File: config.mk
export PLATFORM = sky130hd
export DESIGN_NAME = rsm_top
export DESIGN_NICKNAME = d
export VERILOG_FILES = /design/src/rtl/rsm_pkg.sv /design/src/rtl/rsm_top.sv /design/src/rtl/rsm_sync.sv
export SDC_FILE = /design/constraint.sdc
export NUM_CORES = 1
export LEC_CHECK = 0
export ABC_AREA = 1
export BUFFER_PORTS_ARGS = -buffer_cell sky130_fd_sc_hd__buf_2
export CORE_UTILIZATION = 45
export DETAILED_ROUTE_END_ITERATION = 10
export PLACE_DENSITY_LB_ADDON = 0.25
export SLEW_MARGIN = 20
export SYNTH_ARGS = -nofsm -noshare
export SYNTH_HDL_FRONTEND = slang
export SYNTH_SLANG_ARGS = --single-unit
File: constraint.sdc
create_clock -name REF_CLK -period 13.95 [get_ports REF_CLK]
set_input_delay 0.6975 -clock REF_CLK [delete_from_list [all_inputs] [get_ports REF_CLK]]
set_output_delay 0.6975 -clock REF_CLK [all_outputs]
set_load 0.02 [all_outputs]
File: src/rtl/rsm_pkg.sv
// Purpose: Constants, types and register map of the remote SPI master regenerator
// Assumes: 10 MHz reference clock, AHB-Lite register access with 32-bit data
// Notes:   Printed offsets are register indices; byte address is four times the index
package rsm_pkg;

  // ********************************
  // Register indices and byte addresses
  // ********************************
  localparam logic [7:0] IDX_TIMING1 = 8'h60;
  localparam logic [7:0] IDX_TIMING2 = 8'h61;
  localparam logic [7:0] IDX_CONFIG  = 8'h62;
  localparam logic [7:0] IDX_IRQ_STS = 8'h70;
  localparam logic [7:0] IDX_IRQ_MSK = 8'h71;

  function automatic logic [11:0] reg_addr(input logic [7:0] idx);
    return {2'b00, idx, 2'b00};
  endfunction

  // ********************************
  // Field positions and reset values
  // ********************************
  localparam int         CFG_OVF_BIT   = 7;
  localparam int         CFG_CLR_BIT   = 2;
  localparam int         CFG_CPHA_BIT  = 1;
  localparam int         CFG_CPOL_BIT  = 0;
  localparam int         TIM_HOLD_LSB  = 4;
  localparam int         TIM_SETUP_LSB = 0;
  localparam int         TIM_LEAD_LSB  = 0;
  localparam int         IRQ_OVF_BIT   = 0;
  localparam int         IRQ_DONE_BIT  = 1;
  localparam logic [7:0] TIMING1_RST   = 8'h22;
  localparam logic [7:0] TIMING2_RST   = 8'h02;
  localparam logic [7:0] CONFIG_RST    = 8'h00;
  localparam logic [1:0] IRQ_RST       = 2'h0;

  // ********************************
  // Timing: settings count in 40 ns units
  // ********************************
  localparam int UNIT_NS       = 40;
  localparam int CLK_PERIOD_NS = 100;

  // Least time, so round up; never below one cycle
  function automatic logic [4:0] units_to_cyc(input logic [3:0] n);
    int t;
    t = ((int'(n) + 1) * UNIT_NS + CLK_PERIOD_NS - 1) / CLK_PERIOD_NS;
    if (t < 1) begin
      t = 1;
    end
    return t[4:0];
  endfunction

  // ********************************
  // Types
  // ********************************
  typedef enum logic [2:0] {
    ST_IDLE  = 3'b000,
    ST_LEAD  = 3'b001,
    ST_SETUP = 3'b011,
    ST_HOLD  = 3'b010,
    ST_WAIT  = 3'b110
  } rsm_state_e;

  typedef struct packed {
    logic [3:0] hold;
    logic [3:0] setup;
    logic [3:0] lead;
  } rsm_timing_s;

  typedef struct packed {
    logic regen_overflow_flag;
    logic regen_overflow_clear;
    logic clock_polarity_setting;
  } rsm_cfg_s;

endpackage

File: src/rtl/rsm_top.sv
// Purpose: Regenerates remote SPI traffic onto a local SPI slave, with config and status
// Assumes: Link clock, link select and link data are pins sampled by REF_CLK
// Notes:   One bit of slack between link and SPI side; a second arrival overflows
`timescale 1ns/1ps
module rsm_top
  import rsm_pkg::*;
(
  input  wire logic        REF_CLK,    // 10 MHz clock
  input  wire logic        RST_N,      // Synchronous reset, active low
  input  wire logic        HSEL,       // AHB slave select
  input  wire logic [31:0] HADDR,      // AHB address
  input  wire logic [1:0]  HTRANS,     // AHB transfer type
  input  wire logic        HWRITE,     // AHB write
  input  wire logic [2:0]  HSIZE,      // AHB size, word only
  input  wire logic [31:0] HWDATA,     // AHB write data
  input  wire logic        HREADY,     // AHB bus ready
  output logic      [31:0] HRDATA,     // AHB read data
  output logic             HREADYOUT,  // AHB slave ready
  output logic             HRESP,      // AHB response, always OKAY
  input  wire logic        LINK_CLK,   // Remote bit clock
  input  wire logic        LINK_SS_N,  // Remote frame, active low
  input  wire logic        LINK_DATA,  // Remote data bit
  output logic             LINK_MISO,  // Captured slave bit back to link
  output logic             SPI_SCLK,   // SPI clock out
  output logic             SPI_MOSI,   // SPI data out
  output logic             SPI_SS_N,   // SPI slave select, active low
  input  wire logic        SPI_MISO,   // SPI data in
  output logic             IRQ         // Level interrupt, active high
);

  // ********************************
  // Pin synchronisers
  // ********************************
  logic [3:0] pins_f;
  logic       lclk_f, lss_n_f, ldat_f, miso_f;

  rsm_sync #(.W(4), .RST_VAL(4'h2)) u_sync (
    .REF_CLK (REF_CLK),
    .RST_N   (RST_N),
    .D_IN    ({SPI_MISO, LINK_DATA, LINK_SS_N, LINK_CLK}),
    .Q_OUT   (pins_f)
  );
  assign {miso_f, ldat_f, lss_n_f, lclk_f} = pins_f;

  // ********************************
  // State
  // ********************************
  rsm_timing_s tim_ff, nxt_tim;
  rsm_cfg_s    cfg_ff, nxt_cfg;
  logic [1:0]  sts_ff, nxt_sts, msk_ff, nxt_msk;
  logic        wr_pend_ff, nxt_wr_pend;
  logic [7:0]  wr_idx_ff, nxt_wr_idx;
  logic [31:0] hrdata_ff, nxt_hrdata;
  logic        irq_ff, nxt_irq;
  rsm_state_e  st_ff, nxt_st;
  logic [4:0]  tmr_ff, nxt_tmr, run_ff, nxt_run;
  logic        sclk_ff, nxt_sclk, mosi_ff, nxt_mosi, ss_n_ff, nxt_ss_n;
  logic        miso_ret_ff, nxt_miso_ret, lclk_prev_ff;
  logic        pend_v_ff, nxt_pend_v, pend_bit_ff, nxt_pend_bit;
  logic        addr_ok, lk_take, consume, ovf_evt, done_evt, frame_end, tmr_done;
  logic [4:0]  hold_c, setup_c, lead_c;
  logic [7:0]  wd, rd_byte;
  logic [7:0]  rd_idx;

  assign addr_ok   = HSEL & HREADY & HTRANS[1];
  assign wd        = HWDATA[7:0];
  assign hold_c    = units_to_cyc(tim_ff.hold);
  assign setup_c   = units_to_cyc(tim_ff.setup);
  assign lead_c    = units_to_cyc(tim_ff.lead);
  assign lk_take   = lclk_f & ~lclk_prev_ff & ~lss_n_f;
  assign frame_end = lss_n_f & ~pend_v_ff;
  assign tmr_done  = (tmr_ff <= 5'd1);

  // ********************************
  // SPI regeneration engine
  // ********************************
  // Computes the SPI pins, the one-bit landing slot and the overflow event
  always_comb begin
    nxt_st       = st_ff;
    nxt_tmr      = tmr_done ? tmr_ff : tmr_ff - 5'd1;
    nxt_sclk     = sclk_ff;
    nxt_mosi     = mosi_ff;
    nxt_ss_n     = ss_n_ff;
    nxt_miso_ret = miso_ret_ff;
    consume      = 1'b0;
    done_evt     = 1'b0;
    case (st_ff)
      ST_IDLE: begin
        nxt_sclk = cfg_ff.clock_polarity_setting;
        nxt_ss_n = 1'b1;
        if (pend_v_ff) begin
          nxt_st   = ST_LEAD;
          nxt_ss_n = 1'b0;
          nxt_tmr  = lead_c;
        end
      end
      ST_LEAD: begin
        if (tmr_done) begin
          consume  = 1'b1;
          nxt_mosi = pend_bit_ff;
          nxt_st   = ST_SETUP;
          nxt_tmr  = setup_c;
        end
      end
      ST_SETUP: begin
        if (tmr_done) begin
          nxt_sclk     = ~cfg_ff.clock_polarity_setting;
          nxt_miso_ret = miso_f;
          nxt_st       = ST_HOLD;
          nxt_tmr      = hold_c;
        end
      end
      ST_HOLD, ST_WAIT: begin
        if (tmr_done || st_ff == ST_WAIT) begin
          nxt_sclk = cfg_ff.clock_polarity_setting;
          if (pend_v_ff) begin
            consume  = 1'b1;
            nxt_mosi = pend_bit_ff;
            nxt_st   = ST_SETUP;
            nxt_tmr  = setup_c;
          end else if (frame_end) begin
            nxt_ss_n = 1'b1;
            done_evt = 1'b1;
            nxt_st   = ST_IDLE;
          end else begin
            nxt_st = ST_WAIT;
          end
        end
      end
      default: begin
        nxt_st   = ST_IDLE;
        nxt_ss_n = 1'b1;
      end
    endcase
    // second bit before the first is used
    ovf_evt      = lk_take & pend_v_ff & ~consume;
    nxt_pend_v   = lk_take | (pend_v_ff & ~consume);
    nxt_pend_bit = lk_take ? ldat_f : pend_bit_ff;
    nxt_run      = (nxt_st != st_ff) ? 5'd0 : ((run_ff == 5'h1f) ? run_ff : run_ff + 5'd1);
  end

  // Register the engine
  always_ff @(posedge REF_CLK) begin
    if (!RST_N) begin
      st_ff        <= ST_IDLE;
      tmr_ff       <= 5'd0;
      run_ff       <= 5'd0;
      sclk_ff      <= 1'b0;
      mosi_ff      <= 1'b0;
      ss_n_ff      <= 1'b1;
      miso_ret_ff  <= 1'b0;
      lclk_prev_ff <= 1'b0;
      pend_v_ff    <= 1'b0;
      pend_bit_ff  <= 1'b0;
    end else begin
      st_ff        <= nxt_st;
      tmr_ff       <= nxt_tmr;
      run_ff       <= nxt_run;
      sclk_ff      <= nxt_sclk;
      mosi_ff      <= nxt_mosi;
      ss_n_ff      <= nxt_ss_n;
      miso_ret_ff  <= nxt_miso_ret;
      lclk_prev_ff <= lclk_f;
      pend_v_ff    <= nxt_pend_v;
      pend_bit_ff  <= nxt_pend_bit;
    end
  end

  // ********************************
  // Register file and AHB-Lite slave
  // ********************************
  // Write lands in the data phase; reads use next values so a read right after a write sees it
  always_comb begin
    nxt_wr_pend = wr_pend_ff;
    nxt_wr_idx  = wr_idx_ff;
    nxt_hrdata  = hrdata_ff;
    nxt_tim     = tim_ff;
    nxt_cfg     = cfg_ff;
    nxt_msk     = msk_ff;
    nxt_sts     = sts_ff;
    rd_idx      = 8'hff;
    rd_byte     = 8'h00;
    if (wr_pend_ff) begin
      case (wr_idx_ff)
        IDX_TIMING1: begin
          nxt_tim.hold  = wd[TIM_HOLD_LSB +: 4];
          nxt_tim.setup = wd[TIM_SETUP_LSB +: 4];
        end
        IDX_TIMING2: nxt_tim.lead = wd[TIM_LEAD_LSB +: 4];
        IDX_CONFIG: begin
          // clear bit holds what was written
          nxt_cfg.regen_overflow_clear   = wd[CFG_CLR_BIT];
          nxt_cfg.clock_polarity_setting = wd[CFG_CPOL_BIT];
        end
        IDX_IRQ_STS: nxt_sts = sts_ff & ~wd[1:0];
        IDX_IRQ_MSK: nxt_msk = wd[1:0];
        default: nxt_msk = msk_ff;
      endcase
    end
    // set wins over a level clear
    nxt_cfg.regen_overflow_flag = ovf_evt | (cfg_ff.regen_overflow_flag & ~cfg_ff.regen_overflow_clear);
    nxt_sts[IRQ_OVF_BIT]  = nxt_sts[IRQ_OVF_BIT] | ovf_evt;
    nxt_sts[IRQ_DONE_BIT] = nxt_sts[IRQ_DONE_BIT] | done_evt;
    nxt_irq = |(nxt_sts & nxt_msk);
    if (addr_ok) begin
      // Unmapped addresses decode to an index that matches nothing
      if (HADDR[11:10] == 2'b00 && HADDR[1:0] == 2'b00) begin
        rd_idx = HADDR[9:2];
      end
      nxt_wr_pend = HWRITE;
      nxt_wr_idx  = rd_idx;
      if (!HWRITE) begin
        case (rd_idx)
          IDX_TIMING1: rd_byte = {nxt_tim.hold, nxt_tim.setup};
          IDX_TIMING2: rd_byte = {4'h0, nxt_tim.lead};
          IDX_CONFIG:  rd_byte = {nxt_cfg.regen_overflow_flag, 4'h0, nxt_cfg.regen_overflow_clear,
                                  1'b0, nxt_cfg.clock_polarity_setting};
          IDX_IRQ_STS: rd_byte = {6'h00, nxt_sts};
          IDX_IRQ_MSK: rd_byte = {6'h00, nxt_msk};
          default:     rd_byte = 8'h00;
        endcase
        nxt_hrdata = {24'h000000, rd_byte};
      end
    end else if (HREADY) begin
      nxt_wr_pend = 1'b0;
    end
  end

  // Register the register file
  always_ff @(posedge REF_CLK) begin
    if (!RST_N) begin
      wr_pend_ff <= 1'b0;
      wr_idx_ff  <= 8'h00;
      hrdata_ff  <= 32'h00000000;
      tim_ff     <= '{hold: TIMING1_RST[7:4], setup: TIMING1_RST[3:0], lead: TIMING2_RST[3:0]};
      cfg_ff     <= '{regen_overflow_flag: CONFIG_RST[7], regen_overflow_clear: CONFIG_RST[2],
                      clock_polarity_setting: CONFIG_RST[0]};
      sts_ff     <= IRQ_RST;
      msk_ff     <= IRQ_RST;
      irq_ff     <= 1'b0;
    end else begin
      wr_pend_ff <= nxt_wr_pend;
      wr_idx_ff  <= nxt_wr_idx;
      hrdata_ff  <= nxt_hrdata;
      tim_ff     <= nxt_tim;
      cfg_ff     <= nxt_cfg;
      sts_ff     <= nxt_sts;
      msk_ff     <= nxt_msk;
      irq_ff     <= nxt_irq;
    end
  end

  // Zero-wait slave; single-beat word access only
  assign HRDATA    = hrdata_ff;
  assign HREADYOUT = RST_N | ~RST_N;
  assign HRESP     = 1'b0;
  assign SPI_SCLK  = sclk_ff;
  assign SPI_MOSI  = mosi_ff;
  assign SPI_SS_N  = ss_n_ff;
  assign LINK_MISO = miso_ret_ff;
  assign IRQ       = irq_ff;
endmodule

File: src/rtl/rsm_sync.sv
// Purpose: Three-stage synchroniser with agreement filter for pin inputs
// Assumes: Inputs are asynchronous to REF_CLK
// Notes:   Output changes only once stages two and three agree
`timescale 1ns/1ps
module rsm_sync #(
  parameter int             W       = 1,
  parameter logic [W-1:0]   RST_VAL = '0
) (
  input  wire logic         REF_CLK, // Reference clock
  input  wire logic         RST_N,   // Synchronous reset, active low
  input  wire logic [W-1:0] D_IN,    // Asynchronous inputs
  output logic      [W-1:0] Q_OUT    // Filtered, synchronised levels
);

  logic [W-1:0] s1_ff, s2_ff, s3_ff, q_ff;
  logic [W-1:0] nxt_q;

  // Only stage two reads stage one; the filter looks at two and three
  always_comb begin
    nxt_q = q_ff;
    for (int i = 0; i < W; i++) begin
      if (s2_ff[i] == s3_ff[i]) begin
        nxt_q[i] = s3_ff[i];
      end
    end
  end

  // Register stages
  always_ff @(posedge REF_CLK) begin
    if (!RST_N) begin
      s1_ff <= RST_VAL;
      s2_ff <= RST_VAL;
      s3_ff <= RST_VAL;
      q_ff  <= RST_VAL;
    end else begin
      s1_ff <= D_IN;
      s2_ff <= s1_ff;
      s3_ff <= s2_ff;
      q_ff  <= nxt_q;
    end
  end

  assign Q_OUT = q_ff;

endmodule

* Word level (Yosys, flattened, before mapping) *
Index checks and enable logic that the tools add are counted.

operators by class
  mux-type cells = 51
  equal/unequal tests = 25
  reduce and logical (&&, ||, !) cells = 17
  $add $sub $neg = 10
  bitwise operators = 24
  $mul = 3
  magnitude comparators = 4
  div/mod/pow operators = 3

operators with widths
  kind                                                                    number
  32-bit by 8-bit divider with 32-bit output (second input constant)      3
  32-bit by 2-bit < comparator with 1-bit output (second input constant)  3
  8-bit by 7-bit equality test with 1-bit output (second input constant)  10
  5-bit 2-to-1 mux                                                        9
  8-bit one-hot mux with 5 select lines                                   1
  12-bit by 1-bit subtractor with 13-bit output (second input constant)   3
  11-bit by 7-bit adder with 12-bit output (second input constant)        3
  5-bit by 3-bit multiplier with 8-bit output (second input constant)     3
  8-bit 2-to-1 mux                                                        3
  5-bit one-hot mux with 4 select lines                                   1
  1-bit 2-to-1 mux                                                        18
  3-bit 2-to-1 mux                                                        6
  4-bit by 1-bit adder with 5-bit output (second input constant)          3
  2-bit inequality test (second input constant)                           7
  12-bit 2-to-1 mux                                                       1
  2-bit 2-to-1 mux                                                        6
  3-bit one-hot mux with 4 select lines                                   1
  4-bit AND reduction                                                     3
  1-bit bitwise AND                                                       9
  1-bit NOT                                                               8
  3-bit by 2-bit equality test with 1-bit output (second input constant)  2
  1-bit one-hot mux with 3 select lines                                   2
  2-bit OR reduction                                                      3
  5-bit by 1-bit <= comparator with 1-bit output (second input constant)  1
  other kinds (17)                                                        28

word-level totals
  word-level logic and storage cells = 165
  output and inout bits = 39
  register bits = 68

* Depth between registers and ports, before layout *
Gate-level depths: netlist (run 1).

  depth in word-level cells = 10
  depth in mapped cells = 51
  mapped depth without buffers = 50

* Hierarchy *
From an unflattened synthesis (run 1), not the netlist that was laid out.

unflattened totals
  cells, all modules = 1047
  area total of the unflattened synthesis = 6720.2 um2

modules (own cells, without submodules)
  module    area an instance (um2)  cells each  times used
  rsm_top   6231.0                  990         1
  rsm_sync  489.2                   57          1

* Worst setup path before layout (run 1) *
Ideal clock, no wire load.

  path type = register -> register
  from = register tim_ff[4] in the netlist's numbering
  to = register tmr_ff[0]
  library setup time = 115 ps
  buffers on the path = 1
  arrival time = 5646 ps
  data required time = 13835 ps
  cell stages (with the launch flop) = 47
  period minus slack after synthesis = 5761 ps
  setup slack = 8189 ps
  cell sequence = dfxtp_1 buf_4 inv_1 ha_1 a21oi_1 nor2_1 ha_1 fa_1 inv_1 nor3_1 nand2_1 nand2_2 inv_2 o31ai_1 inv_1 ha_1 o21ai_0 nand2_1 [11 not listed] nand2_1 nand2_1 inv_1 ha_1 inv_1 nand3_1 nor2_1 nor2_2 nand3_2 nand2_1 nand2_1 nand3_1 nor2_1 nand3_1 nand2_1 nand2_1 nand2_1 a21oi_2

on the way
  word-level cells in the longest chain between the ends = 10
  elaborated cells on any way between the ends = 11
  classes of those cells = add/sub (3); mul (1); div (1); order compare (1); mux (5)

ends and longest elaborated chain
  what                                             RTL line        source
  start, declared                                  rsm_top.sv:48   rsm_timing_s tim_ff, nxt_tim;
  start signal, assigned                           rsm_top.sv:235  tim_ff <= '{hold: TIMING1_RST[7:4], setup: TIMING1_RST[3:0], lead: TIMING2_RST[3:0]};
  start signal, assigned                           rsm_top.sv:245  tim_ff <= nxt_tim;
  4-bit by 1-bit adder with 5-bit output *         rsm_pkg.sv:45   t = ((int'(n) + 1) * UNIT_NS + CLK_PERIOD_NS - 1) / CLK_PERIOD_NS;
  5-bit by 3-bit multiplier with 8-bit output *    rsm_pkg.sv:45
  11-bit by 7-bit adder with 12-bit output *       rsm_pkg.sv:45
  12-bit by 1-bit subtractor with 13-bit output *  rsm_pkg.sv:45
  32-bit by 8-bit divider with 32-bit output *     rsm_pkg.sv:45
  32-bit by 2-bit < comparator with 1-bit output   rsm_pkg.sv:46   if (t < 1) begin
  5-bit 2-to-1 mux *                               rsm_pkg.sv:46
  5-bit 2-to-1 mux                                 rsm_top.sv:116  if (pend_v_ff) begin
  5-bit 2-to-1 mux                                 rsm_top.sv:114  if (tmr_done || st_ff == ST_WAIT) begin
  5-bit one-hot mux with 4 select lines *          rsm_top.sv:87   case (st_ff)
  end signal, assigned                             rsm_top.sv:157  tmr_ff <= nxt_tmr;
  end, declared                                    rsm_top.sv:56   logic [4:0] tmr_ff, nxt_tmr, run_ff, nxt_run;

Every way passes the cells marked *; elsewhere a longest branch is shown, timed or not.
A chain may end at the register's enable or synchronous reset.

* Worst setup path in the final report (run 1) *
Ends and elaborated chain as after synthesis.

==> results.md, run 1 <==
Status:
- The flow ran to the end, and the final reports show no timing, DRC or antenna violations.

Clocking:
- Clock tree synthesis found a total of 68 sinks.
- The H-tree was split into 3 levels.
- The count of buffers added by post-CTS timing repair for setup is 0.
- The clock buffer count from CTS is 9.
- No sink is reached through more buffers than the 2 on the longest clock path.
- The tree is rooted in a sky130_fd_sc_hd__clkbuf_16.
- The clock insertion delay at the later pin of the skew report is 330 ps.
- Clock-pin slew was measured on the worst setup and hold paths at 60 ps.
- TritonCTS built the clock tree.
- In this run, post-CTS repair resized a total of 0 instances.
- For this design, the CTS-stage hold fixing added 0 buffers.

Job:
- The max-cap violation count is 0.

STA:
- Setup violations remaining at the end of the flow were counted as 0.
- The post-route clock period utilization is 48.1%.
- For the pin with the worst max-slew slack, the measured transition is 886 ps.
- Between clock sinks in the finished design, the worst skew comes to 6.65 ps.
- The final max-slew violation count is 0.
- The number of hold-slack violations in the final timing report is 0.
- The worst pin sits at a relative slew slack of 40.9%.
- The summed negative setup slack over all endpoints is 0 ps.
- The final critical-path required period is 6700 ps.
- Setup repair after global routing left no endpoint under its margin.
- The highest clock rate is 149 MHz.

Power and ir drop:
- The sequential power share is 37.7%.
- The clock network is responsible for 41.4% of the overall power.
- Summed over all nets, the switching power comes to 0.177 mW.
- The leakage dissipation is 3.73 nW.
- Net switching is 31.3% of the power.
- IR analysis of the VDD net gives a maximum drop of 115 uV.
- Power spread over the standard cell area amounts to 79.3 nW/um2.
- The combinational share of power is 20.9%.
- The internal power consumption is 0.388 mW.

Synthesis:
- In this run the biggest area consumer among cell types represents 20.8% of the synthesized area.
- The number of warnings issued by yosys is 0.
- In the synthesized netlist the dominant register cell turns out to be sky130_fd_sc_hd__dfxtp_1.
- The synthesized netlist contains 57 unique library cells.
- The cell taking the most area after synthesis is sky130_fd_sc_hd__dfxtp_1.
- The number of instances in the synthesized netlist is 1,035.
- After synthesis, the mean cell area works out to 6.33 um2.
- Yosys mapped a number of flops with a built-in enable equal to 0.
- The share of synthesized flip-flops with an asynchronous set or reset is 0%.
- The flip-flop and latch count after synthesis is 68.
- Yosys attributes the largest share of cell area to sky130_fd_sc_hd__dfxtp_1 21%, sky130_fd_sc_hd__nand2_1 13%, sky130_fd_sc_hd__inv_1 8.4%.
- The post-synthesis sequential area ratio is 20.8%.
- The summed instance area of the synthesized netlist is 6550 um2.

Worst hold path:
- The hold path depth is 2.
- The class of the worst hold path is register to register.

Detailed routing:
- In the final routed layout, each cell accounts on average for 11.2 um.
- The detailed-router iteration count before antenna repair is 5.
- The number of violations reported at the end of detailed-routing iteration 0 is 289.
- The residual antenna-violating net count after detailed routing is 0.
- The final routed wirelength across all metal layers is 14.0 mm.
- The via count is 6,192.
- The post-detailed-route DRC marker count is 0.
- The via density per instance is 4.93.

Final layout:
- The post-layout instance area is 7130 um2.
- The area growth from synthesis to layout is 8.83%.
- 0 antenna diodes ended up in the layout.
- Registers take 1360 um2.
- In the final design database the tool counted 1,191 nets.
- The filler cell count in the final layout is 1,437.
- The multi-input combinational cells in the finished layout cover a total of 4390 um2.
- The fraction of layout cells with a size suffix above 1 is 16.2%.

Floorplanning:
- The area of the die is 15,000 um2.
- The die is 123 um wide.
- The number of placed I/O pins is 117.
- The height of the chip is 123 um.
- The initialized floorplan defines 43 standard-cell rows.
- The starting density of the core is 46.6%.
- The area of the placeable core is 14,000 um2.

Critical path:
- STA classifies the critical path startpoint as a register.
- The maximum cell stage delay along the critical path is 540 ps.
- STA puts the critical path data required time at 14,180 ps.
- The arrival time at the worst endpoint is 6940 ps.
- The type of the setup path with the least slack is register to register.
- In this run the worst path has a maximum fanout of 10.
- STA classifies the critical path endpoint as a register.
- The number of cells on the worst reg-to-reg path is 45.
- The cell that appears most often on the critical path is sky130_fd_sc_hd__nand2_1.
- The critical-path cell with the highest stage delay is sky130_fd_sc_hd__fa_1.

Global route:
- The total overflow reported by the global router is 0.
- The number of global-route vias before repair is 5,678.
- The number of antenna violations at the first check in global routing is 0.
- In the global route stage, overall resource usage came out at 20.1%.
- The maximum number of pins on one net before global-route repair is 39.
- The first-pass GRT wire length is 24.7 mm.

Place:
- In this run the cell area measured after placement is 6820 um2.
- The number of I/O port buffers is 42.
- Summed over all nets, the half-perimeter wirelength after detailed placement is 11.3 mm.
- The placer's final routability congestion estimate is 0.919.
-- logic make-up (layout without fill, tap and decap cells) --
group	after synthesis	after routing	share of synthesized area (%)
simple gates	538	538	38.6
buf+inv	209	226	13.6
compound gates	138	138	13.1
flops	68	68	20.8
fa+ha+maj	42	42	8.37
xor+xnor	37	37	5.35
other cells	2	26	0.115
mux	1	1	0.153
-- power groups by stage --
| stage | combinational (mW) | clock (mW) | sequential, mW |
|---|---|---|---|
| final | 0.118 | 0.234 | 0.213 |
| after global routing | 0.136 | 0.243 | 0.215 |
| after CTS | 0.118 | 0.237 | 0.213 |
| after detailed placement | 0.117 | 0 | 0.217 |
| after global placement | 0.117 | 0 | 0.217 |
| after floorplan | 0.0959 | 0 | 0.218 |
-- path summary, 6_finish.rpt --
check	startpoint	endpoint	slack (ps)
max reg2reg	tim_ff[4]	tmr_ff[0]	7250
min reg2reg	u_sync.s1_ff[3]	u_sync.s2_ff[3]	410
max	tim_ff[4]	tmr_ff[0]	7250
min	u_sync.s1_ff[3]	u_sync.s2_ff[3]	410
-- cells in the mapped netlist, types with 3 or more instances --
cell and instances:
sky130_fd_sc_hd__a31oi_1 3, sky130_fd_sc_hd__o21ai_1 3, sky130_fd_sc_hd__nand2_4 9, sky130_fd_sc_hd__nand4_1 20, sky130_fd_sc_hd__nand2_1 232, sky130_fd_sc_hd__xnor2_1 12
sky130_fd_sc_hd__fa_1 3, sky130_fd_sc_hd__a21oi_2 6, sky130_fd_sc_hd__o22ai_1 4, sky130_fd_sc_hd__dfxtp_1 68, sky130_fd_sc_hd__inv_1 147, sky130_fd_sc_hd__nand3b_1 3
sky130_fd_sc_hd__nand3_1 74, sky130_fd_sc_hd__nor2_2 10, sky130_fd_sc_hd__clkbuf_1 13, sky130_fd_sc_hd__a41oi_1 3, sky130_fd_sc_hd__ha_1 39, sky130_fd_sc_hd__o21ai_2 6
sky130_fd_sc_hd__nor2_1 108, sky130_fd_sc_hd__or2_2 6, sky130_fd_sc_hd__xor2_1 23, sky130_fd_sc_hd__buf_4 27, sky130_fd_sc_hd__nand2_2 40, sky130_fd_sc_hd__nor3_1 18
sky130_fd_sc_hd__nor2_4 4, sky130_fd_sc_hd__o21ai_0 50, sky130_fd_sc_hd__nand3_2 3, sky130_fd_sc_hd__inv_2 18, sky130_fd_sc_hd__nor4_1 3, sky130_fd_sc_hd__nand3_4 3
sky130_fd_sc_hd__a21oi_1 41
-- per-stage QoR --
stage          power (mW)  hold slack, ps  std cells  setup WS (ps)  utilization (%)
2_1_floorplan       0.314             390       1059           8190                -
4_1_cts             0.568             416       1256           7200             50.8
6_report            0.565             412       1256           7250             50.8
3_5_place_dp        0.335             400       1240           7190             48.6
5_1_grt             0.593             441       1256           6340             50.8
3_3_place_gp        0.335             394       1240           7250             48.6
-- worst max-delay path, delay by kind of cell (launching register included) --
family | cells | cell delay [ps]
adder cells (fa/ha/maj) | 5 | 1610
AND/OR/NAND/NOR | 27 | 3110
buffers and inverters | 8 | 630
AO/OA/AOI/OAI | 5 | 730
flip-flops | 1 | 500
-- final cells by class --
class | count | share of cell area [%]
clock inverter | 7 | 1.18
clock buffer | 9 | 3.16
multi-input combinational | 782 | 61.6
inverter | 168 | 8.86
timing repair buffer | 42 | 2.95
tap | 180 | 3.16
sequential | 68 | 19.1
-- cells in the final DEF, fill, tap and decap left out, drive strengths merged, types with 13 or more instances in the layout --
cell type  count
nor3          18
conb          26
nand2        281
ha            39
o21ai         60
nor2         122
xnor2         13
nand4         22
dfxtp         68
buf           42
xor2          24
inv          168
a21oi         49
nand3         80
-- flip-flops by register name, summed over array words and instances (netlist names), 2 cells and up --
| signal | cells |
|---|---|
| HRDATA | 8 |
| u_sync.s3_ff | 4 |
| u_sync.s1_ff | 4 |
| wr_idx_ff | 8 |
| tmr_ff | 5 |
| u_sync.Q_OUT | 4 |
| sts_ff | 2 |
| u_sync.s2_ff | 4 |
| cfg_ff | 3 |
| st_ff | 3 |
| tim_ff | 12 |
| msk_ff | 2 |
-- routing by layer --
layer | vias up | GRT usage, % | wire (um)
met2 | 132 | 32.7 | 6180
met4 | 0 | 6.63 | 265
met5 | - | 0 | 0
met3 | 21 | 2.14 | 497
met1 | 2705 | 27.4 | 7080
li1 | 3334 | - | -
Note: power is estimated with default switching activity, not from simulation.
==> run 2: changes to the inputs <==
--- a/config.mk
+++ b/config.mk
@@ -5,7 +5,7 @@
 export SDC_FILE = /design/constraint.sdc
 export NUM_CORES = 1
 export LEC_CHECK = 0
-export ABC_AREA = 1
+export ABC_AREA = 0
 export BUFFER_PORTS_ARGS = -buffer_cell sky130_fd_sc_hd__buf_2
 export CORE_UTILIZATION = 45
 export DETAILED_ROUTE_END_ITERATION = 10
==> constraint.sdc (replaced) <==
create_clock -name REF_CLK -period 7.03 [get_ports REF_CLK]
set_input_delay 0.3515 -clock REF_CLK [delete_from_list [all_inputs] [get_ports REF_CLK]]
set_output_delay 0.3515 -clock REF_CLK [all_outputs]
set_load 0.02 [all_outputs]
==> results.md, run 2 <==
Synthesis:
- The summed instance area of the synthesized netlist is 7400 um2 (+13%).
- Summed over all instances, the cell type with the most area after synthesis is sky130_fd_sc_hd__dfxtp_1.
- The number of warnings issued by yosys was 0 (unchanged).
- The post-synthesis sequential area ratio is 18.4% (-2.4 points).
- The number of enable flip-flop cells after synthesis is 0 (unchanged).
- The number of distinct standard cells referenced by the synthesized netlist is 102 (+79%).
- By area the synthesized netlist is led by sky130_fd_sc_hd__dfxtp_1 18%, sky130_fd_sc_hd__ha_1 6.6%, sky130_fd_sc_hd__nor2_1 5.0%.
- The flip-flop and latch count after synthesis came to 68 (unchanged).
- The most frequent cell after synthesis is sky130_fd_sc_hd__nor2_1.
- The number of instances in the synthesized netlist is 973 (-6.0%).
- The average size of a mapped cell is 7.61 um2 (+20%).
- Among all flip-flop cells after synthesis, the most frequent one is sky130_fd_sc_hd__dfxtp_1.
- The share of synthesized flip-flops with an asynchronous set or reset is 0% (unchanged).
- The share of Yosys cell area claimed by the top area cell type was 18.4% (-2.4 points).
- Counting instances in the post-synthesis netlist gives the leading cell types as 99 x sky130_fd_sc_hd__nor2_1, 74 x sky130_fd_sc_hd__nand2_1, 68 x sky130_fd_sc_hd__dfxtp_1, 60 x sky130_fd_sc_hd__a21oi_1, 54 x sky130_fd_sc_hd__o21ai_0.

Critical path:
- The arrival time at the worst endpoint is 6810 ps (-130 ps).
- The worst reg-to-reg path cell count is 26 (-42%).
- The reg-to-reg endpoint is tmr_ff[0].
- The required time of the critical path is 7220 ps (-6960 ps).
- The critical path in this run is classified as register to register.
- The worst register-to-register path begins at tim_ff[5].
- The category of the worst setup path capture point is a register.
- The largest fanout on the critical path is 8 (-2).
- The setup slack on the worst flop-to-flop path is 420 ps (-6830 ps).
- The worst setup path is launched from a register.

Floorplanning:
- The height of the chip is 130 um (+6.2%).
- The number of placed I/O pins is 117 (unchanged).
- The starting density of the core came to 46.4% (-0.22 points).
- The area of the die is 17,000 um2 (+13%).
- The cell row count is 46 (+7.0%).
- The floorplan die width is 130 um (+6.2%).
- The area of the placeable core is 15,900 um2 (+14%).

Global route:
- The global-route usage over all layers was 23.1% (+3.1 points).
- The total overflow reported by the global router is 0 (unchanged).
- The number of antenna violations at the first check in global routing is 0 (unchanged).
- The number of global-route vias before repair is 6,731 (+19%).
- The maximum number of pins on one net before global-route repair is 42 (+7.7%).
- The first-pass GRT wire length is 32.3 mm (+30%).

Clocking:
- The clock tree buffer depth is 2 (unchanged).
- The clock insertion delay at the later pin of the skew report was 330 ps (about the same).
- The CTS tree is done.
- The sink count of the clock tree is 68 (unchanged).
- The clock buffer count from CTS is 9 (unchanged).
- The H-tree depth came to 3 (unchanged).
- The total of hold buffers inserted after clock tree synthesis is 0 (unchanged).
- The cell at the root of the clock tree is sky130_fd_sc_hd__clkbuf_16.
- The clock-pin slew of the registers on the worst-case setup and hold paths is 60 ps (about the same).

Detailed routing:
- The final routed wirelength across all metal layers is 19.6 mm (+40%).
- The via density per instance was 6.07 (+23%).
- The routed length per placed instance is 15.8 um (+41%).
- The post-detailed-route DRC marker count is 0 (unchanged).
- The number of violations reported at the end of detailed-routing iteration 0 is 642 (+120%).
- The residual antenna-violating net count after detailed routing is 0 (unchanged).
- The detailed-router iteration count before antenna repair is 6 (+1).
- The via count is 7,552 (+22%).

STA:
- The highest clock rate is 151 MHz (+1.4%).
- The post-route clock skew is 6.02 ps (-0.625 ps).
- The actual slew at the worst max-slew pin is 1190 ps (+301 ps).
- The final max-slew violation count is 0 (unchanged).
- The headroom to the max-slew limit is 20.1% (-21 points).
- The number of hold-slack violations in the final timing report is 0 (unchanged).
- The final critical-path required period is 6610 ps (-91.3 ps).
- The final setup violation count was 0 (unchanged).
- The post-route clock period utilization is 94.1% (+46 points).

Power and ir drop:
- The leakage dissipation was 3.35 nW (-10%).
- The largest vdd supply drop is 134 uV (+16%).
- The overall power came to 1.09 mW (+92%).
- The power density over cell area is 131 nW/um2 (+65%).

Worst hold path:
- The startpoint identified for the worst hold timing path is LINK_SS_N.
- The hold path depth came to 2 (unchanged).
- The worst hold path belongs to the class input port to register.
- The worst hold path terminates at u_sync.s1_ff[1].

Place:
- The placer's final routability congestion estimate was 0.933 (+1.5%).
- The placed instance area is 7900 um2 (+16%).
- The number of I/O port buffers is 42 (unchanged).
- The estimated wirelength of the detail-placed design is 15.1 mm (+33%).

Final layout:
- Counting flops per register, the top entry is tim_ff.
- The area growth from synthesis to layout is 12.0%.
- The post-layout instance area is 8290 um2 (+16%).
- Leaving out fill and tap cells, the most frequent cells in the layout are 99 x sky130_fd_sc_hd__nor2_1, 74 x sky130_fd_sc_hd__nand2_1, 67 x sky130_fd_sc_hd__dfxtp_1, 59 x sky130_fd_sc_hd__a21oi_1, 54 x sky130_fd_sc_hd__o21ai_0.
- The antenna diode count is 0 (unchanged).
- The flip-flop count of the largest register, all copies and words added was 12 (unchanged).
- The fraction of layout cells with a size suffix above 1 is 14.5% (-1.7 points).
- The total number of nets in the final design is 1,144 (-3.9%).
- Leaving out fill and tap cells, the most frequent cell in the layout is sky130_fd_sc_hd__nor2_1.

Status:
- The flow ran to the end, and the final reports show no timing, DRC or antenna violations.

Job:
- The max-cap violation count came to 0 (unchanged).
## run 2: cell types whose count changed in the layout (fill, tap and decap cells not counted), sizes merged, moves of 14 or more
cell,previous run,this run
nor2,122,101
nand2,281,74
and2,1,20
o211ai,2,17
nand2b,0,14
buf,42,79
mux2i,1,29
a211oi,2,16
nand4,22,7
inv,168,44
nand3,80,38
## run 2: stage by stage
stage / setup TNS (ps) / setup slack, ps / cells / hold WS, ps / util (%)
3_5_place_dp: 0 / 304 / 1228 / 399 / 49.6
3_3_place_gp: 0 / 341 / 1228 / 393 / 49.6
5_1_grt: -19.0 / -19.0 / 1245 / 215 / 52.0
6_report: 0 / 417 / 1245 / 216 / 52.0
4_1_cts: 0 / 249 / 1244 / 208 / 51.6
2_1_floorplan: 0 / 116 / 997 / 386 / -
## run 2: kinds of logic after synthesis
| logic type | Yosys count | share of synthesized area [%] |
|---|---|---|
| AO/OA/AOI/OAI | 327 | 32.4 |
| AND/OR/NAND/NOR | 353 | 23.7 |
| adder cells (fa/ha/maj) | 42 | 7.40 |
| buffers and inverters | 109 | 6.96 |
| multiplexers | 32 | 4.38 |
| XOR/XNOR | 40 | 6.66 |
| flip-flops | 68 | 18.4 |
| other | 2 | 0.101 |
## run 2: worst max path at each step
stage	start	to	slack, ps	cells past startpoint
after global placement	tim_ff[8]	tmr_ff[0]	340	21
after floorplan	tim_ff[4]	tmr_ff[0]	120	28
after CTS	tim_ff[8]	tmr_ff[0]	250	21
after detailed placement	tim_ff[8]	tmr_ff[0]	300	21
final	tim_ff[5]	tmr_ff[0]	420	26
after global routing	tim_ff[5]	tmr_ff[0]	-20	28
## run 2: final cells by class
class,count,area [um2]
multi-input cells,820,5670
inverters,46,174
well taps,216,270
flip-flops and latches,68,1360
repair buffers,79,488
clock buffers,9,225
fillers,1549,7650
clock inverters,7,98.8
## run 2: repair_timing
action | 4_1_cts | 5_1_grt
endpoints found under the setup margin | 0 | 1
endpoints found under the hold margin | 0 | 0
setup buffers | 0 | 1
gates resized for setup | 0 | 12
## run 2: routing by layer
| metal | GRT usage, % | part of all wire [%] |
|---|---|---|
| met1 | 32.5 | 48 |
| met2 | 37.5 | 46 |
| met3 | 2.01 | 4.4 |
| met4 | 6.70 | 1.2 |
| met5 | 0 | 0 |
## run 2: critical path, stage by stage (launching register included)
cell and delay, ps:
sky130_fd_sc_hd__dfxtp_1 450, sky130_fd_sc_hd__ha_1 270, sky130_fd_sc_hd__nand3_2 180, sky130_fd_sc_hd__inv_1 140, sky130_fd_sc_hd__ha_1 270, sky130_fd_sc_hd__fa_1 460, sky130_fd_sc_hd__xnor2_1 160, sky130_fd_sc_hd__or4_4 560
sky130_fd_sc_hd__a211o_4 320, sky130_fd_sc_hd__clkinv_2 80, sky130_fd_sc_hd__ha_1 260, sky130_fd_sc_hd__nor3b_4 270, sky130_fd_sc_hd__a21oi_1 100, sky130_fd_sc_hd__a21o_1 200, sky130_fd_sc_hd__a32o_1 350, sky130_fd_sc_hd__or3_1 410
sky130_fd_sc_hd__nand3_1 150, sky130_fd_sc_hd__o311ai_2 150, sky130_fd_sc_hd__nand2_1 140, sky130_fd_sc_hd__a21boi_1 230, sky130_fd_sc_hd__ha_1 200, sky130_fd_sc_hd__nor2_1 40, sky130_fd_sc_hd__mux2_1 290, sky130_fd_sc_hd__or3_4 340
sky130_fd_sc_hd__a21o_1 180, sky130_fd_sc_hd__a211oi_2 170, sky130_fd_sc_hd__o211ai_1 110
## run 2: report_power, final
part	leakage (nW)	total, mW	internal [mW]	switching, mW
Combinational	2.64	0.186	0.0688	0.118
Clock	0.156	0.484	0.312	0.172
Sequential	0.553	0.415	0.401	0.0147
Total	3.35	1.09	0.781	0.304
==> run 3: changes to the inputs <==
--- a/config.mk
+++ b/config.mk
@@ -9,6 +9,7 @@
 export BUFFER_PORTS_ARGS = -buffer_cell sky130_fd_sc_hd__buf_2
 export CORE_UTILIZATION = 45
 export DETAILED_ROUTE_END_ITERATION = 10
+export MAX_ROUTING_LAYER = met4
 export PLACE_DENSITY_LB_ADDON = 0.25
 export SLEW_MARGIN = 20
 export SYNTH_ARGS = -nofsm -noshare
==> results.md, run 3 (synthesized netlist as in run 2, its figures left out) <==
Detailed routing:
- The via density per instance is 6.04 (-0.41%).
- The routed length per placed instance came to 15.6 um (-1.1%).
- The detailed-router iteration count before antenna repair is 5 (-1).
- The residual antenna-violating net count after detailed routing came to 0 (unchanged).
- The via count was 7,503 (-0.65%).
- The post-detailed-route DRC marker count is 0 (unchanged).
- The final routed wirelength across all metal layers came to 19.4 mm (-1.3%).
- The number of violations reported at the end of detailed-routing iteration 0 is 630 (-1.9%).

Power and ir drop:
- The switching share of power came to 28.4% (+0.40 points).
- The switching power of the nets is 0.295 mW (-2.9%).
- The share of power burned in the clock network is 41.9% (-2.7 points).
- The sequential power share was 40.1% (+1.8 points).
- The overall power is 1.04 mW (-4.3%).
- The leakage dissipation was 3.32 nW (-1.1%).
- The combinational share of power was 18.1% (+0.9 points).
- The internal power consumption is 0.744 mW (-4.8%).
- The largest vdd supply drop is 160 uV (+19%).
- The power density over cell area came to 126 nW/um2 (-3.8%).

Final layout:
- The register with the most flip-flops is tim_ff.
- The share of the core filled with cells in the final layout is 51.7% (-0.28 points).
- In the layout the commonest cells are 99 x sky130_fd_sc_hd__nor2_1, 74 x sky130_fd_sc_hd__nand2_1, 67 x sky130_fd_sc_hd__dfxtp_1, 59 x sky130_fd_sc_hd__a21oi_1, 54 x sky130_fd_sc_hd__o21ai_0.
- The flip-flop count of the largest register, all copies and words added is 12 (unchanged).
- Leaving out fill and tap cells, the most frequent cell in the layout is sky130_fd_sc_hd__nor2_1.
- The post-layout instance count excluding filler cells is 1,242 (-0.24%).
- From synthesis to final layout, the design area changed by 11.4%.
- The fraction of layout cells with a size suffix above 1 was 14.2% (-0.25 points).
- The antenna diode count was 0 (unchanged).
- The post-layout instance area was 8240 um2 (-0.54%).
- The total number of nets in the final design is 1,141 (-0.26%).

Place:
- The placed instance area came to 7880 um2 (-0.29%).
- The number of I/O port buffers is 42 (unchanged).
- The worst slack at placement came to 320 ps (+15.9 ps).
- The estimated wirelength of the detail-placed design is 14.8 mm (-2.0%).
- The instance count after placement with tap cells included came to 1,225 (-0.24%).
- The placer's final routability congestion estimate is 0.921 (-1.3%).

Critical path:
- The critical-path cell with the highest stage delay is sky130_fd_sc_hd__or4_4.
- The worst reg-to-reg path cell count is 26 (unchanged).
- The arrival time at the worst endpoint is 6830 ps (+20 ps).
- The largest delay contributor family on the critical path is simple AND/OR/NAND/NOR gates.
- The required time of the critical path came to 7220 ps (about the same).
- By startpoint and endpoint, the worst setup path is classified as register to register.
- The largest fanout on the critical path is 7 (-1).
- The reg-to-reg endpoint is tmr_ff[0].
- The startpoint class of the critical path is a register.
- The setup slack on the worst flop-to-flop path is 390 ps (-30 ps).
- The worst register-to-register path begins at tim_ff[5].
- The category of the worst setup path capture point is a register.
- The maximum cell stage delay along the critical path is 550 ps (about the same).
- The most numerous cell on the critical path is sky130_fd_sc_hd__ha_1.
- The count of buffering cells on the critical path with inverters included came to 2 (unchanged).

Floorplanning:
- The floorplan die width is 130 um (unchanged).
- The area of the placeable core came to 15,900 um2 (unchanged).
- The area of the die came to 17,000 um2 (unchanged).
- The height of the chip is 130 um (unchanged).
- The number of placed I/O pins is 117 (unchanged).
- The starting density of the core is 46.4% (unchanged).
- The cell row count is 46 (unchanged).

Clocking:
- The sink count of the clock tree is 68 (unchanged).
- The CTS tree is done.
- The cell sitting at the root of the clock tree is a sky130_fd_sc_hd__clkbuf_16.
- The H-tree depth is 3 (unchanged).
- The clock-pin slew of the registers on the worst-case setup and hold paths is 60 ps (about the same).
- The clock insertion delay at the later pin of the skew report is 320 ps (about the same).
- The total of hold buffers inserted after clock tree synthesis came to 0 (unchanged).
- The clock tree buffer depth is 2 (unchanged).
- The clock buffer count from CTS is 9 (unchanged).

Worst hold path:
- The start point of the worst hold path is LINK_SS_N.
- The worst hold path belongs to the class input port to register.
- The end point of the worst hold path is u_sync.s1_ff[1].
- The hold path depth is 2 (unchanged).

Global route:
- The global-route usage over all layers came to 23.5% (+0.36 points).
- The number of global-route vias before repair is 6,737 (+0.089%).
- The first-pass GRT wire length is 31.9 mm (-1.2%).
- The number of antenna violations at the first check in global routing is 0 (unchanged).
- The maximum number of pins on one net before global-route repair was 41 (-2.4%).
- The total overflow reported by the global router is 0 (unchanged).

STA:
- The post-route clock period utilization is 94.4% (+0.36 points).
- The actual slew at the worst max-slew pin is 785 ps (-402 ps).
- The highest clock rate came to 151 MHz (-0.38%).
- The number of hold-slack violations in the final timing report was 0 (unchanged).
- The post-route clock skew is 6.94 ps (+0.919 ps).
- The hold slack is 213 ps (-3.28 ps).
- The summed negative setup slack over all endpoints was 0 ps (unchanged).
- The headroom to the max-slew limit is 47.0% (+27 points).
- The final critical-path required period was 6640 ps (+25.5 ps).
- The worst setup slack after layout is 391 ps (-25.5 ps).
- The final max-slew violation count was 0 (unchanged).
- The final setup violation count is 0 (unchanged).

Status:
- The flow ran to the end, and the final reports show no timing, DRC or antenna violations.

Job:
- The max-cap violation count is 0 (unchanged).
==> run 3: cell types whose count changed in the layout (fill, tap and decap cells not counted), moves of 2 or more <==
cell                         previous run  this run
sky130_fd_sc_hd__a2111oi_0              5         3
sky130_fd_sc_hd__a2111oi_1              2         4
sky130_fd_sc_hd__buf_4                 37        34
sky130_fd_sc_hd__clkinv_4               2         0
sky130_fd_sc_hd__clkinvlp_4             1         3
==> run 3: metal layers <==
metal	GRT usage [%]	up-vias	part of all wire (%)
met5	-	-	0
met4	6.02	0	1.3
met3	2.62	25	4.7
met2	36.4	250	46
met1	32.2	3495	48
li1	-	3733	-
==> run 3: worst max-delay path by stage <==
stage / to / from / cells past startpoint
floorplan: tmr_ff[0] / tim_ff[4] / 28
global placement: tmr_ff[0] / tim_ff[8] / 20
detailed placement: tmr_ff[0] / tim_ff[8] / 20
CTS: tmr_ff[0] / tim_ff[8] / 20
global route: tmr_ff[0] / tim_ff[5] / 28
finish: tmr_ff[0] / tim_ff[5] / 26
==> run 3: power groups by stage <==
| stage | Sequential [mW] | Clock [mW] | Combinational [mW] |
|---|---|---|---|
| final | 0.416 | 0.435 | 0.188 |
| after global routing | 0.417 | 0.458 | 0.210 |
| after CTS | 0.416 | 0.442 | 0.184 |
| after detailed placement | 0.424 | 0 | 0.183 |
| after global placement | 0.423 | 0 | 0.182 |
| after floorplan | 0.419 | 0 | 0.157 |
==> run 3: timing repair <==
item | CTS | global route
endpoints found under the setup margin | 0 | 1
resized for setup | 0 | 14
buffers inserted | 0 | 1
==> run 3: final cells by class <==
| class | instances | area (um2) |
|---|---|---|
| clock inverters | 6 | 63.8 |
| well taps | 216 | 270 |
| inverters | 46 | 178 |
| fillers | 1556 | 7700 |
| multi-input cells | 820 | 5670 |
| repair buffers | 76 | 465 |
| flip-flops and latches | 68 | 1360 |
| clock buffers | 10 | 229 |
